### src/include/mapg_regs.vh
`ifndef MAPG_REGS_VH
`define MAPG_REGS_VH
// ****************************************
// timing defaults
// ****************************************
`define MAPG_CNT_W        16
`define MAPG_HALF_RST     16'h0000
`define MAPG_CNT_ONE      16'h0001
`define MAPG_SYNC_IDLE    6'h0a
`define MAPG_HALF_DEF     16'h0010
`define MAPG_SYNC_RST     3'h0
`endif

### src/hdl/mapg_pulse_gen.v
`timescale 1ns/1ps
// Operation
// - astable mode runs while astable_enable_high is high or astable_enable_low_n is low.
// - in astable mode q is a 50 percent square wave and q_n is always its inverse.
// - osc_out toggles at twice the q frequency, duty cycle not guaranteed.
// - the two astable enables start and stop oscillation, giving a gated oscillator.
// - one-shot mode applies with astable_enable_high low and astable_enable_low_n high.
// - a one-shot starts on trigger_rise rising with trigger_fall_n low, or trigger_fall_n falling with trigger_rise high.
// - retrigger_in rising together with trigger_rise, trigger_fall_n low, restarts the pulse.
// - the timing setting fixes pulse width in one-shot and frequency in astable mode.
// - overriding_reset high forces q low and q_n high over every other input.
`include "mapg_regs.vh"
module mapg_pulse_gen (
    input  wire                    clk,
    input  wire                    reset,
    input  wire                    astable_enable_high,
    input  wire                    astable_enable_low_n,
    input  wire                    trigger_rise,
    input  wire                    trigger_fall_n,
    input  wire                    retrigger_in,
    input  wire                    overriding_reset,
    input  wire [`MAPG_CNT_W-1:0]  half_period_cycles,
    output wire                    q,
    output wire                    q_n,
    output wire                    osc_out
);

    // ****************************************
    // local constants
    // ****************************************
    localparam                   NUM_PINS   = 6;
    localparam [NUM_PINS-1:0]    PIN_IDLE   = `MAPG_SYNC_IDLE;
    localparam                   PIN_EN_HI  = 0;
    localparam                   PIN_EN_LO  = 1;
    localparam                   PIN_TRIG_R = 2;
    localparam                   PIN_TRIG_F = 3;
    localparam                   PIN_RETRIG = 4;
    localparam                   PIN_MRST   = 5;

    localparam [1:0]             ST_IDLE    = 2'b00;
    localparam [1:0]             ST_SHOT    = 2'b01;
    localparam [1:0]             ST_ASTB    = 2'b10;

    localparam [`MAPG_CNT_W-1:0] CNT_ZERO   = `MAPG_HALF_RST;
    localparam [`MAPG_CNT_W-1:0] CNT_ONE    = `MAPG_CNT_ONE;

    // ****************************************
    // pin synchronisers
    // ****************************************
    // master reset included; a pulse shorter than the filter only gates outputs
    wire [NUM_PINS-1:0] pins_in;
    reg  [NUM_PINS-1:0] s1_ff;
    reg  [NUM_PINS-1:0] s2_ff;
    reg  [NUM_PINS-1:0] s3_ff;
    reg  [NUM_PINS-1:0] filt_ff;
    reg  [NUM_PINS-1:0] prev_ff;

    assign pins_in = {overriding_reset,
                      retrigger_in,
                      trigger_fall_n,
                      trigger_rise,
                      astable_enable_low_n,
                      astable_enable_high};

    genvar gi;
    generate
        for (gi = 0; gi < NUM_PINS; gi = gi + 1) begin : g_sync
            always @(posedge clk) begin
                if (reset) begin
                    // idle pin levels, so no false edge follows reset
                    s1_ff[gi]   <= PIN_IDLE[gi];
                    s2_ff[gi]   <= PIN_IDLE[gi];
                    s3_ff[gi]   <= PIN_IDLE[gi];
                    filt_ff[gi] <= PIN_IDLE[gi];
                    prev_ff[gi] <= PIN_IDLE[gi];
                end else begin
                    s1_ff[gi]   <= pins_in[gi];
                    s2_ff[gi]   <= s1_ff[gi];
                    s3_ff[gi]   <= s2_ff[gi];
                    // change counts only when stages two and three agree
                    if (s2_ff[gi] == s3_ff[gi])
                        filt_ff[gi] <= s3_ff[gi];
                    prev_ff[gi] <= filt_ff[gi];
                end
            end
        end
    endgenerate

    // ****************************************
    // mode and trigger decode
    // ****************************************
    wire mr_now    = filt_ff[PIN_MRST];
    wire astable   = filt_ff[PIN_EN_HI] | ~filt_ff[PIN_EN_LO];
    wire monostbl  = ~astable;
    wire rise_edge = filt_ff[PIN_TRIG_R] & ~prev_ff[PIN_TRIG_R];
    wire fall_edge = ~filt_ff[PIN_TRIG_F] & prev_ff[PIN_TRIG_F];
    wire rt_edge   = filt_ff[PIN_RETRIG] & ~prev_ff[PIN_RETRIG];
    wire trig      = (rise_edge & ~filt_ff[PIN_TRIG_F]) |
                     (fall_edge & filt_ff[PIN_TRIG_R]);
    wire retrig    = rt_edge & rise_edge & ~filt_ff[PIN_TRIG_F];

    // ****************************************
    // timing core
    // ****************************************
    // zero count treated as one so the output never stalls
    wire [`MAPG_CNT_W-1:0] half_len = (half_period_cycles == CNT_ZERO) ?
                                      CNT_ONE : half_period_cycles;
    wire [`MAPG_CNT_W-1:0] quarter  = {1'b0, half_len[`MAPG_CNT_W-1:1]};
    wire [`MAPG_CNT_W-1:0] cnt_inc  = cnt_ff + CNT_ONE;
    wire                   half_done    = (cnt_inc >= half_len);
    wire                   quarter_done = (cnt_inc >= quarter);

    reg  [`MAPG_CNT_W-1:0] cnt_ff;
    reg  [`MAPG_CNT_W-1:0] nxt_cnt;
    reg                    q_ff;
    reg                    nxt_q;
    reg                    osc_ff;
    reg                    nxt_osc;
    reg  [1:0]             state_ff;
    reg  [1:0]             nxt_state;

    always @* begin
        nxt_state = state_ff;
        nxt_cnt   = cnt_ff;
        nxt_q     = q_ff;
        nxt_osc   = osc_ff;
        if (mr_now) begin
            nxt_state = ST_IDLE;
            nxt_cnt   = CNT_ZERO;
            nxt_q     = 1'b0;
            nxt_osc   = 1'b0;
        end else begin
            case (state_ff)
                ST_IDLE: begin
                    nxt_cnt = CNT_ZERO;
                    nxt_osc = 1'b0;
                    if (astable) begin
                        nxt_state = ST_ASTB;
                    end else if (monostbl & (retrig | trig)) begin
                        nxt_q     = 1'b1;
                        nxt_state = ST_SHOT;
                    end
                end
                ST_SHOT: begin
                    nxt_osc = 1'b0;
                    if (astable) begin
                        nxt_state = ST_ASTB;
                        nxt_cnt   = CNT_ZERO;
                    end else if (retrig) begin
                        // plain trigger edges fall through: no extension
                        nxt_cnt   = CNT_ZERO;
                    end else if (half_done) begin
                        nxt_cnt   = CNT_ZERO;
                        nxt_q     = 1'b0;
                        nxt_state = ST_IDLE;
                    end else begin
                        nxt_cnt   = cnt_inc;
                    end
                end
                ST_ASTB: begin
                    if (!astable) begin
                        // a high output left behind finishes as a one-shot
                        nxt_osc   = 1'b0;
                        nxt_cnt   = CNT_ZERO;
                        nxt_state = q_ff ? ST_SHOT : ST_IDLE;
                    end else if (half_done) begin
                        nxt_cnt   = CNT_ZERO;
                        nxt_q     = ~q_ff;
                        nxt_osc   = 1'b1;
                    end else begin
                        nxt_cnt   = cnt_inc;
                        if (quarter_done) begin
                            nxt_osc = 1'b0;
                        end
                    end
                end
                default: begin
                    nxt_state = ST_IDLE;
                    nxt_cnt   = CNT_ZERO;
                    nxt_q     = 1'b0;
                    nxt_osc   = 1'b0;
                end
            endcase
        end
    end

    // ****************************************
    // registers
    // ****************************************
    always @(posedge clk) begin
        if (reset) begin
            state_ff <= ST_IDLE;
        end else begin
            state_ff <= nxt_state;
        end
    end

    always @(posedge clk) begin
        if (reset) begin
            cnt_ff <= CNT_ZERO;
            q_ff   <= 1'b0;
            osc_ff <= 1'b0;
        end else begin
            cnt_ff <= nxt_cnt;
            q_ff   <= nxt_q;
            osc_ff <= nxt_osc;
        end
    end

    // ****************************************
    // outputs
    // ****************************************
    // raw pin gating keeps the override immediate, not five clocks late
    assign q       = q_ff & ~overriding_reset;
    assign q_n     = ~q;
    assign osc_out = osc_ff & ~overriding_reset;
endmodule // mapg_pulse_gen

### config.mk
export PLATFORM = sky130hd
export DESIGN_NAME = mapg_pulse_gen
export DESIGN_NICKNAME = d
export VERILOG_FILES = /design/src/hdl/mapg_pulse_gen.v
export VERILOG_INCLUDE_DIRS = /design/src /design/src/include
export SDC_FILE = /design/constraint.sdc
export NUM_CORES = 1
export LEC_CHECK = 0
export BUFFER_PORTS_ARGS = -buffer_cell sky130_fd_sc_hd__buf_4
export CELL_PAD_IN_SITES_DETAIL_PLACEMENT = 1
export CELL_PAD_IN_SITES_GLOBAL_PLACEMENT = 1
export CORE_ASPECT_RATIO = 0.75
export CORE_UTILIZATION = 30
export DETAILED_ROUTE_END_ITERATION = 8
export GPL_TIMING_DRIVEN = 0
export PLACE_DENSITY_LB_ADDON = 0.1
export SETUP_SLACK_MARGIN = 0.15
export SLEW_MARGIN = 20
export SYNTH_ARGS = -nofsm -noshare
export SYNTH_HDL_FRONTEND = slang
export SYNTH_SLANG_ARGS = --single-unit
### constraint.sdc
create_clock -name clk -period 3.65 [get_ports clk]
set_clock_uncertainty 0.15 [all_clocks]
set_input_delay 0.5475 -clock clk [delete_from_list [all_inputs] [get_ports clk]]
set_output_delay 0.5475 -clock clk [all_outputs]
set_load 0.01 [all_outputs]
==> results of run 1 <==
==> final cells by class <==
type	count	area share (%)
clock inverters	3	1.48
clock buffers	5	4.00
multi-input cells	208	50.2
repair buffers	27	6.47
plain buffers	5	0.839
flip-flops and latches	47	30.1
inverters	23	2.76
well taps	105	4.20
==> power by group through the flow <==
stage          sequential (mW)  combinational (mW)  clock [mW]
5_1_grt                  0.537               0.135       0.571
3_5_place_dp             0.548               0.118           0
3_3_place_gp             0.547               0.116           0
4_1_cts                  0.536               0.118       0.541
6_report                 0.536               0.120       0.526
2_1_floorplan            0.544              0.0715           0
==> metrics by stage <==
step	hold slack [ps]	setup WS (ps)	power [mW]	cells
floorplan	239	746	0.615	283
global placement	242	226	0.662	414
detailed placement	249	204	0.666	414
CTS	267	183	1.20	422
global route	275	124	1.24	423
finish	267	409	1.18	423
==> worst min path at each step <==
stage / endpoint / start / cells after the start / slack [ps]
detailed placement: s2_ff[3] / s1_ff[3] / 1 / 250
global placement: s2_ff[1] / s1_ff[1] / 1 / 240
CTS: s2_ff[3] / s1_ff[3] / 1 / 270
floorplan: s2_ff[1] / s1_ff[1] / 1 / 240
finish: s2_ff[1] / s1_ff[1] / 1 / 270
global route: s1_ff[3] / trigger_fall_n / 2 / 280
==> flip-flops by register name, summed over array words and instances (netlist names) <==
name      cells
s3_ff         6
cnt_ff       16
osc_ff        1
filt_ff       5
s1_ff         6
s2_ff         6
mr_now        1
state_ff      2
prev_ff       3
q_ff          1
==> cells in the mapped netlist (7+ instances only) <==
| master | n | area (um^2) |
|---|---|---|
| dfxtp_1 | 47 | 941 |
| ha_1 | 36 | 450 |
| nor2b_1 | 24 | 150 |
| inv_1 | 23 | 86.3 |
| nand2_1 | 21 | 78.8 |
| a21oi_1 | 14 | 70.1 |
| nor2_1 | 13 | 48.8 |
| nand3_1 | 8 | 40.0 |
| xor2_1 | 8 | 70.1 |
| o21ai_0 | 7 | 35.0 |
| or2_2 | 7 | 43.8 |
==> per-layer routing <==
layer	global-route usage [%]	routed length, um	vias to the layer above
met5	0	0	-
met4	2.84	27	0
met3	2.90	168	2
met2	20.2	2280	25
met1	20.8	3270	911
li1	-	-	1042
==> repair_timing <==
action / in CTS / in global routing
setup endpoints to repair: 0 / 18
resized for setup: 0 / 9
setup buffers: 0 / 1
hold endpoints to repair: 0 / 0
==> worst max-delay path, cell delays in order (launching register included) <==
cell and delay [ps]:
dfxtp_2 350, ha_1 240, and3_1 190, and2_2 220
and4_1 230, xor2_2 160, ha_1 300, nand4_1 140
nor2_1 70, nor4_2 350, o21ai_2 140, a211o_4 360
buf_6 160, nor2b_1 100
==> cell families after synthesis <==
| kind of cell | after synthesis | share of synthesized area (%) |
|---|---|---|
| multiplexers | 2 | 0.776 |
| adder cells (fa/ha/maj) | 36 | 17.5 |
| AO/OA/AOI/OAI | 46 | 11.9 |
| buffers and inverters | 28 | 4.37 |
| XOR/XNOR | 14 | 4.76 |
| flip-flops | 47 | 36.5 |
| AND/OR/NAND/NOR | 110 | 24.3 |
==> results.yml, run 1 <==
outcome:
  status: "completed"
cts:
  cts_tree: "built"
  cts_hold_buffers: 0
  cts_root_buf: "clkbuf_16"
  clk-insertion-delay-late_ps: 280
  cts_inserted_buffers: 5
  cts_clock_pin_slew_for_the_worst_setup_and_hold_paths_ps: 70
  cts_max_path_buffers: 2
  cts.htree.levels: 2
  cts.sinks: 47
drt:
  postRouteWirelength_mm: 5.74
  num_vias: 1980
  post_drt_wl_per_cell_um: 13.6
  drc: 0
  initialDrtViolationCount: 47
  drt_pass1_iterations: 4
  avgViaCountPerCell: 4.68
  postRouteAntennaNets: 0
finish:
  layout_commonest_cell: "dfxtp_1"
  diodes: 0
  design.final.nets: 377
  final_cell_mix: "46 x dfxtp_1, 36 x ha_1, 27 x buf_4"
  layout-drive-gt1-share_pct: 18.9
  ff_latch_area_um2: 942
  finalCoreUtilization_pct: 38.7
  syn_to_final_growth_pct: 21.4
  final_design_area_no_fill_um2: 3130
  multi_input_area_um2: 1570
  num-fill-cells: 948
timing:
  share_of_the_cycle_needed_by_the_critical_path_after_routing_pct: 88.8
  worst_pin_slew_ps: 467
  timing.fmax_mhz: 309
  rsz0062_at_grt: "false"
  timing.slew.headroom_pct: 68.6
  drv_slew: 0
  timing.final.crit_period_ps: 3240
  hold_viol_final: 0
  final-setup-viol-count: 0
  fin_tns_setup_ps: 0
setup_path:
  crit_path_end_kind: "flop"
  setup.reg_to_reg.worst_slack_ps: 410
  crit_required_ps: 3720
  regToRegStartpoint: "cnt_ff[0]"
  setup.worst_path.start: "cnt_ff[0]"
  crit_path_max_fanout: 10
  cp.arrival_ps: 3310
  worstSetupEndpoint: "cnt_ff[12]"
  worst_r2r_path_depth: 13
  startpoint_type: "flop"
  r2r_end: "cnt_ff[12]"
  critical_path_class: "flop to flop"
synth:
  syn-num-nets: 343
  number_of_register_bits_inferred_by_synthesis: 47
  postSynthCellCount: 283
  syn-cell-area_um2: 2580
  synth_warnings: 0
  seq_area_frac_synth_pct: 36.5
  post_synth_num_cell_types: 46
  synth_enable_flop_cells: 0
  synth_ff_type: "dfxtp_1"
  syn-mean-instance-area_um2: 9.11
  asyncSetResetFlopFracSynth_pct: 0
place:
  place_area_um2: 2910
  port-buffer-count: 26
  detailed_placement_wirelength_estimate_mm: 4.68
  gp_congestion: 0.765
power:
  cellLeakagePower_nw: 1.43
  swShare_pct: 22.9
  share_seq_of_total_power_pct: 45.4
  p_clk_share_pct: 44.5
  power.share.combinational_pct: 10.1
  power_density_nw_per_um2: 377
  irDropWorstVdd_v: 0.000180
  power_report.internal_total_mw: 0.910
  netSwitchingPower_mw: 0.271
worst_hold_path:
  hold_class: "flop to flop"
die:
  design.die.area_um2: 8970
  floorplan.rows: 28
  ios: 27
  core-area_um2: 8090
  floorplan.initialDensity_pct: 31.9
  floorplan.die.height_um: 82.3
  fp.dieW_um: 109
global_route:
  grt_pass1_wl_mm: 9.48
  globalRouteOverflowTotal: 0
  grt_use_total_pct: 13.9
  number_of_global_route_vias_before_repair: 1932
  antenna_found_initial: 0
  grt_start_max_net_pins: 17
flow_run:
  max_cap_viol_count: 0
No activity file was read; power rests on OpenSTA's default activity.
==> run 2: changes to the inputs <==
Settings changed: CORE_UTILIZATION 30 to 45, HOLD_SLACK_MARGIN set to 0.05.
==> run 2 against run 1 <==
Compared with the run above: combinational power hardly changed; die area fell by 33%; via count increased by 4.7%; register-to-register slack lost 50 ps; cell count is 7.1% lower; final area decreased by 3.1%; worst setup slack worse by 48 ps; first-iteration DRC count is 17% lower; total power fell by 11%; worst hold slack got worse by 3.2 ps; count of clock-buffer cells in the layout unchanged; clock power is 24% lower; critical path type unchanged; critical endpoint is now cnt_ff[13]; largest power group unchanged; highest routed layer unchanged.
==> results.yml, run 2 (synthesized netlist as in run 1, its figures left out) <==
outcome:
  status: "completed"
cts:
  cts_root_buf: "clkbuf_8"
  cts_inserted_buffers: 5
  cts_max_path_buffers: 2
  clk-insertion-delay-late_ps: 310
  cts_clock_pin_slew_for_the_worst_setup_and_hold_paths_ps: 100
  cts.sinks: 47
  cts_tree: "built"
  cts.htree.levels: 2
global_route:
  antenna_found_initial: 0
  number_of_global_route_vias_before_repair: 2121
  grt_start_max_net_pins: 17
  globalRouteOverflowTotal: 0
  grt_pass1_wl_mm: 10.2
  grt_use_total_pct: 22.6
timing:
  worst_pin_slew_ps: 506
  rsz0062_at_grt: "false"
  timing.fmax_mhz: 304
  timing.slew.headroom_pct: 65.4
  fin_tns_setup_ps: 0
  drv_slew: 0
  hold_viol_final: 0
  timing.final.crit_period_ps: 3290
  share_of_the_cycle_needed_by_the_critical_path_after_routing_pct: 90.1
  final-setup-viol-count: 0
place:
  gp_congestion: 0.785
  port-buffer-count: 26
  detailed_placement_wirelength_estimate_mm: 4.71
die:
  core-area_um2: 5440
  floorplan.die.height_um: 67.6
  ios: 27
  fp.dieW_um: 89.4
  floorplan.rows: 23
  floorplan.initialDensity_pct: 47.4
  design.die.area_um2: 6040
setup_path:
  startpoint_type: "flop"
  crit_path_max_fanout: 10
  crit_path_end_kind: "flop"
  critical_path_class: "flop to flop"
  cp.arrival_ps: 3390
  crit_required_ps: 3750
drt:
  postRouteAntennaNets: 0
  num_vias: 2073
  drc: 0
  drt_pass1_iterations: 4
  avgViaCountPerCell: 5.27
  post_drt_wl_per_cell_um: 15.4
  initialDrtViolationCount: 39
  postRouteWirelength_mm: 6.05
finish:
  ff_latch_area_um2: 943
  syn_to_final_growth_pct: 17.7
  multi_input_area_um2: 1570
  num-fill-cells: 649
  design.final.nets: 377
  diodes: 0
  final_cell_mix: "45 x dfxtp_1, 36 x ha_1, 27 x buf_4"
  layout_commonest_cell: "dfxtp_1"
  largest_register_ffs: 16
  layout-drive-gt1-share_pct: 18.9
  max_flop_register: "cnt_ff"
flow_run:
  max_cap_viol_count: 0
power:
  power_density_nw_per_um2: 348
  irDropWorstVdd_v: 0.000160
  fin_total_pwr_mw: 1.06
  cellLeakagePower_nw: 1.42
worst_hold_path:
  hold_class: "input port to flop"
run 2: where the power goes:
part | total (mW) | switching [mW] | internal, mW | leakage [nW]
logic | 0.119 | 0.0613 | 0.0580 | 0.987
registers | 0.535 | 0.00893 | 0.526 | 0.383
clock network | 0.401 | 0.195 | 0.207 | 0.0548
run 2: cell type report:
class                      count  area share (%)
sequential                    47            31.1
inverter                      23            2.85
clock buffer                   5            2.27
timing repair buffer          27            6.68
buffer                         5           0.866
multi-input combinational    208            51.6
tap                           75            3.09
clock inverter                 3            1.53
run 2: layer usage:
metal	routed length (um)	global-route usage [%]
met1	3030	29.6
met4	77	6.35
met5	0	0
met2	2770	38.2
met3	169	4.16
run 2: critical path: stages, from the launching register on:
cell and delay [ps]:
dfxtp_1 390, and3_1 220, and3_1 210, and2_2 210, and4_1 250, xor2_2 200
ha_1 260, nand4_1 150, nor2_1 80, nor4_2 300, o21ai_1 150, a211o_2 370
buf_6 180, nor2b_2 100
run 2: metrics by stage:
step / util, % / instances / setup WS (ps) / instance area (um^2) / hold slack (ps)
2_1_floorplan: - / 283 / 746 / 2580 / 239
3_3_place_gp: 52.7 / 384 / 280 / 2870 / 242
3_5_place_dp: 52.7 / 384 / 257 / 2870 / 250
4_1_cts: 54.8 / 392 / 194 / 2980 / 258
5_1_grt: 55.8 / 393 / 138 / 3030 / 260
6_report: 55.8 / 393 / 360 / 3030 / 264
run 2: path summary, 6_finish.rpt:
kind | start | depth (start not counted) | slack [ps] | end
setup reg to reg | cnt_ff[4] | 13 | 360 | cnt_ff[13]
hold / removal | trigger_fall_n | 2 | 260 | s1_ff[3]
hold reg to reg | s1_ff[3] | 1 | 270 | s2_ff[3]
setup / recovery | cnt_ff[4] | 13 | 360 | cnt_ff[13]
run 2: what timing repair did:
item | 4_1_cts | 5_1_grt
setup buffers | 0 | 1
hold buffers | 0 | 0
endpoints found under the setup margin | 0 | 18
gates resized for setup | 0 | 10
==> run 3: changes to the inputs <==
Settings changed: CORE_UTILIZATION 45 to 40.
Clock period 3.65 ns to 2.8 ns, I/O delays scaled along.
==> run 3 against run 2 <==
Compared with the run above: the run now ends with negative setup slack left; non-clock buffer count up 13; die area rose by 12%; sequential cell count unchanged; highest routed layer unchanged; sequential share of layout area shrank 1.8 points; clock power rose by 28%.
==> results.yml, run 3 (synthesized netlist as in run 1, its figures left out) <==
outcome:
  status: "finished, violations left"
  violations: "negative setup slack"
worst_hold_path:
  hold_class: "input port to flop"
cts:
  cts_hold_buffers: 0
  clk-insertion-delay-late_ps: 300
  cts_root_buf: "clkbuf_8"
  cts_inserted_buffers: 5
  cts_max_path_buffers: 2
  cts_tree: "built"
  cts_clock_pin_slew_for_the_worst_setup_and_hold_paths_ps: 90
  cts.sinks: 47
  cts.htree.levels: 2
global_route:
  number_of_global_route_vias_before_repair: 2099
  antenna_found_initial: 0
  grt_start_max_net_pins: 17
  globalRouteOverflowTotal: 0
  grt_pass1_wl_mm: 9.72
  grt_use_total_pct: 19.0
drt:
  met3RoutedLength_um: 193
  postRouteAntennaNets: 0
  initialDrtViolationCount: 46
  drc: 0
  avgViaCountPerCell: 5.12
  num_vias: 2095
  drt_pass1_iterations: 4
  routedLengthMet1_mm: 3.06
  highest_layer: "met4"
  post_drt_wl_per_cell_um: 14.7
  met2RoutedLength_mm: 2.69
  postRouteWirelength_mm: 6.01
finish:
  syn_to_final_growth_pct: 26.0
  layout_commonest_cell: "dfxtp_1"
  layout-drive-gt1-share_pct: 26.6
  design.final.nets: 390
  final_design_area_no_fill_um2: 3250
  final_cell_mix: "40 x dfxtp_1, 39 x buf_4, 35 x ha_1"
  num-fill-cells: 714
  largest_register_ffs: 16
  diodes: 0
  max_flop_register: "cnt_ff"
timing:
  timing.final.ws_setup_ps: -191
  fin_tns_setup_ps: -2850
  rsz0062_at_grt: "true"
  timing.fmax_mhz: 334
  final-setup-viol-count: 20
  fin_hold_ws_ps: 140
  drv_slew: 0
  timing.slew.headroom_pct: 70.9
  worst_pin_slew_ps: 426
  timing.final.crit_period_ps: 2990
  hold_viol_final: 0
  share_of_the_cycle_needed_by_the_critical_path_after_routing_pct: 107
die:
  floorplan.rows: 24
  floorplan.die.height_um: 71.5
  floorplan.initialDensity_pct: 42.9
  core-area_um2: 6010
  design.die.area_um2: 6780
  ios: 27
  fp.dieW_um: 94.7
setup_path:
  crit_path_end_kind: "flop"
  critical_path_class: "flop to flop"
  crit_required_ps: 2840
  cp.arrival_ps: 3040
  crit_path_max_fanout: 4
  setup.reg_to_reg.worst_slack_ps: -190
  startpoint_type: "flop"
place:
  gp_congestion: 0.811
  detailed_placement_wirelength_estimate_mm: 4.55
  port-buffer-count: 26
  place_area_um2: 2900
  post-place-ws_ps: -561
power:
  irDropWorstVdd_v: 0.000260
  power_density_nw_per_um2: 423
  cellLeakagePower_nw: 1.51
flow_run:
  max_cap_viol_count: 0
[run 3: path summary, 6_finish.rpt]
check / end / cells past startpoint / from
setup reg to reg: q_ff / 13 / cnt_ff[3]
hold / removal: s1_ff[3] / 2 / trigger_fall_n
setup / recovery: q_ff / 13 / cnt_ff[3]
hold reg to reg: s2_ff[3] / 1 / s1_ff[3]
[run 3: what timing repair did]
| action | CTS | global route |
|---|---|---|
| endpoints found under the setup margin | 20 | 20 |
| gates resized for setup | 14 | 13 |
| pin swaps | 11 | 3 |
| cloned | 1 | 0 |
| buffers inserted | 10 | 3 |
[run 3: power breakdown]
| part | switching (mW) | total [mW] | leakage (nW) | internal, mW |
|---|---|---|---|---|
| clock network | 0.242 | 0.512 | 0.0591 | 0.270 |
| logic | 0.0839 | 0.165 | 1.06 | 0.0813 |
| registers | 0.0131 | 0.697 | 0.386 | 0.684 |
| total | 0.339 | 1.37 | 1.51 | 1.04 |
[run 3: worst max-delay path, cell delays in order (launching register included)]
cell and delay (ps):
dfxtp_2 340, and3_4 210, and3_4 190, and2_4 160, nor3b_4 220, xor2_2 110, ha_1 300, nand4_1 160
buf_4 200, nor2_4 100, nand3_2 90, o221ai_1 220, nand2_1 90, o311a_1 360
[run 3: per-stage QoR]
stage	std cells	power (mW)	util [%]
6_report	409	1.37	54.1
5_1_grt	409	1.44	54.1
4_1_cts	406	1.39	52.6
3_5_place_dp	387	0.867	48.3
3_3_place_gp	387	0.860	48.3
2_1_floorplan	283	0.802	-
[run 3: area by class of cell]
| class | instances | area [um^2] | share of cell area [%] |
|---|---|---|---|
| Buffer | 5 | 26.3 | 0.809 |
| Clock buffer | 5 | 68.8 | 2.12 |
| Clock inverter | 3 | 45.0 | 1.39 |
| Inverter | 23 | 86.3 | 2.66 |
| Multi-Input combinational cell | 208 | 1670 | 51.3 |
| Sequential cell | 47 | 952 | 29.3 |
| Tap cell | 78 | 97.6 | 3.00 |
| Timing Repair Buffer | 40 | 304 | 9.36 |
[run 3: per-layer routing]
| metal | global-route usage (%) | up-vias |
|---|---|---|
| met5 | 0 | - |
| met4 | 5.05 | 0 |
| met1 | 26.5 | 985 |
| met3 | 3.50 | 8 |
| li1 | - | 1069 |
| met2 | 30.1 | 33 |
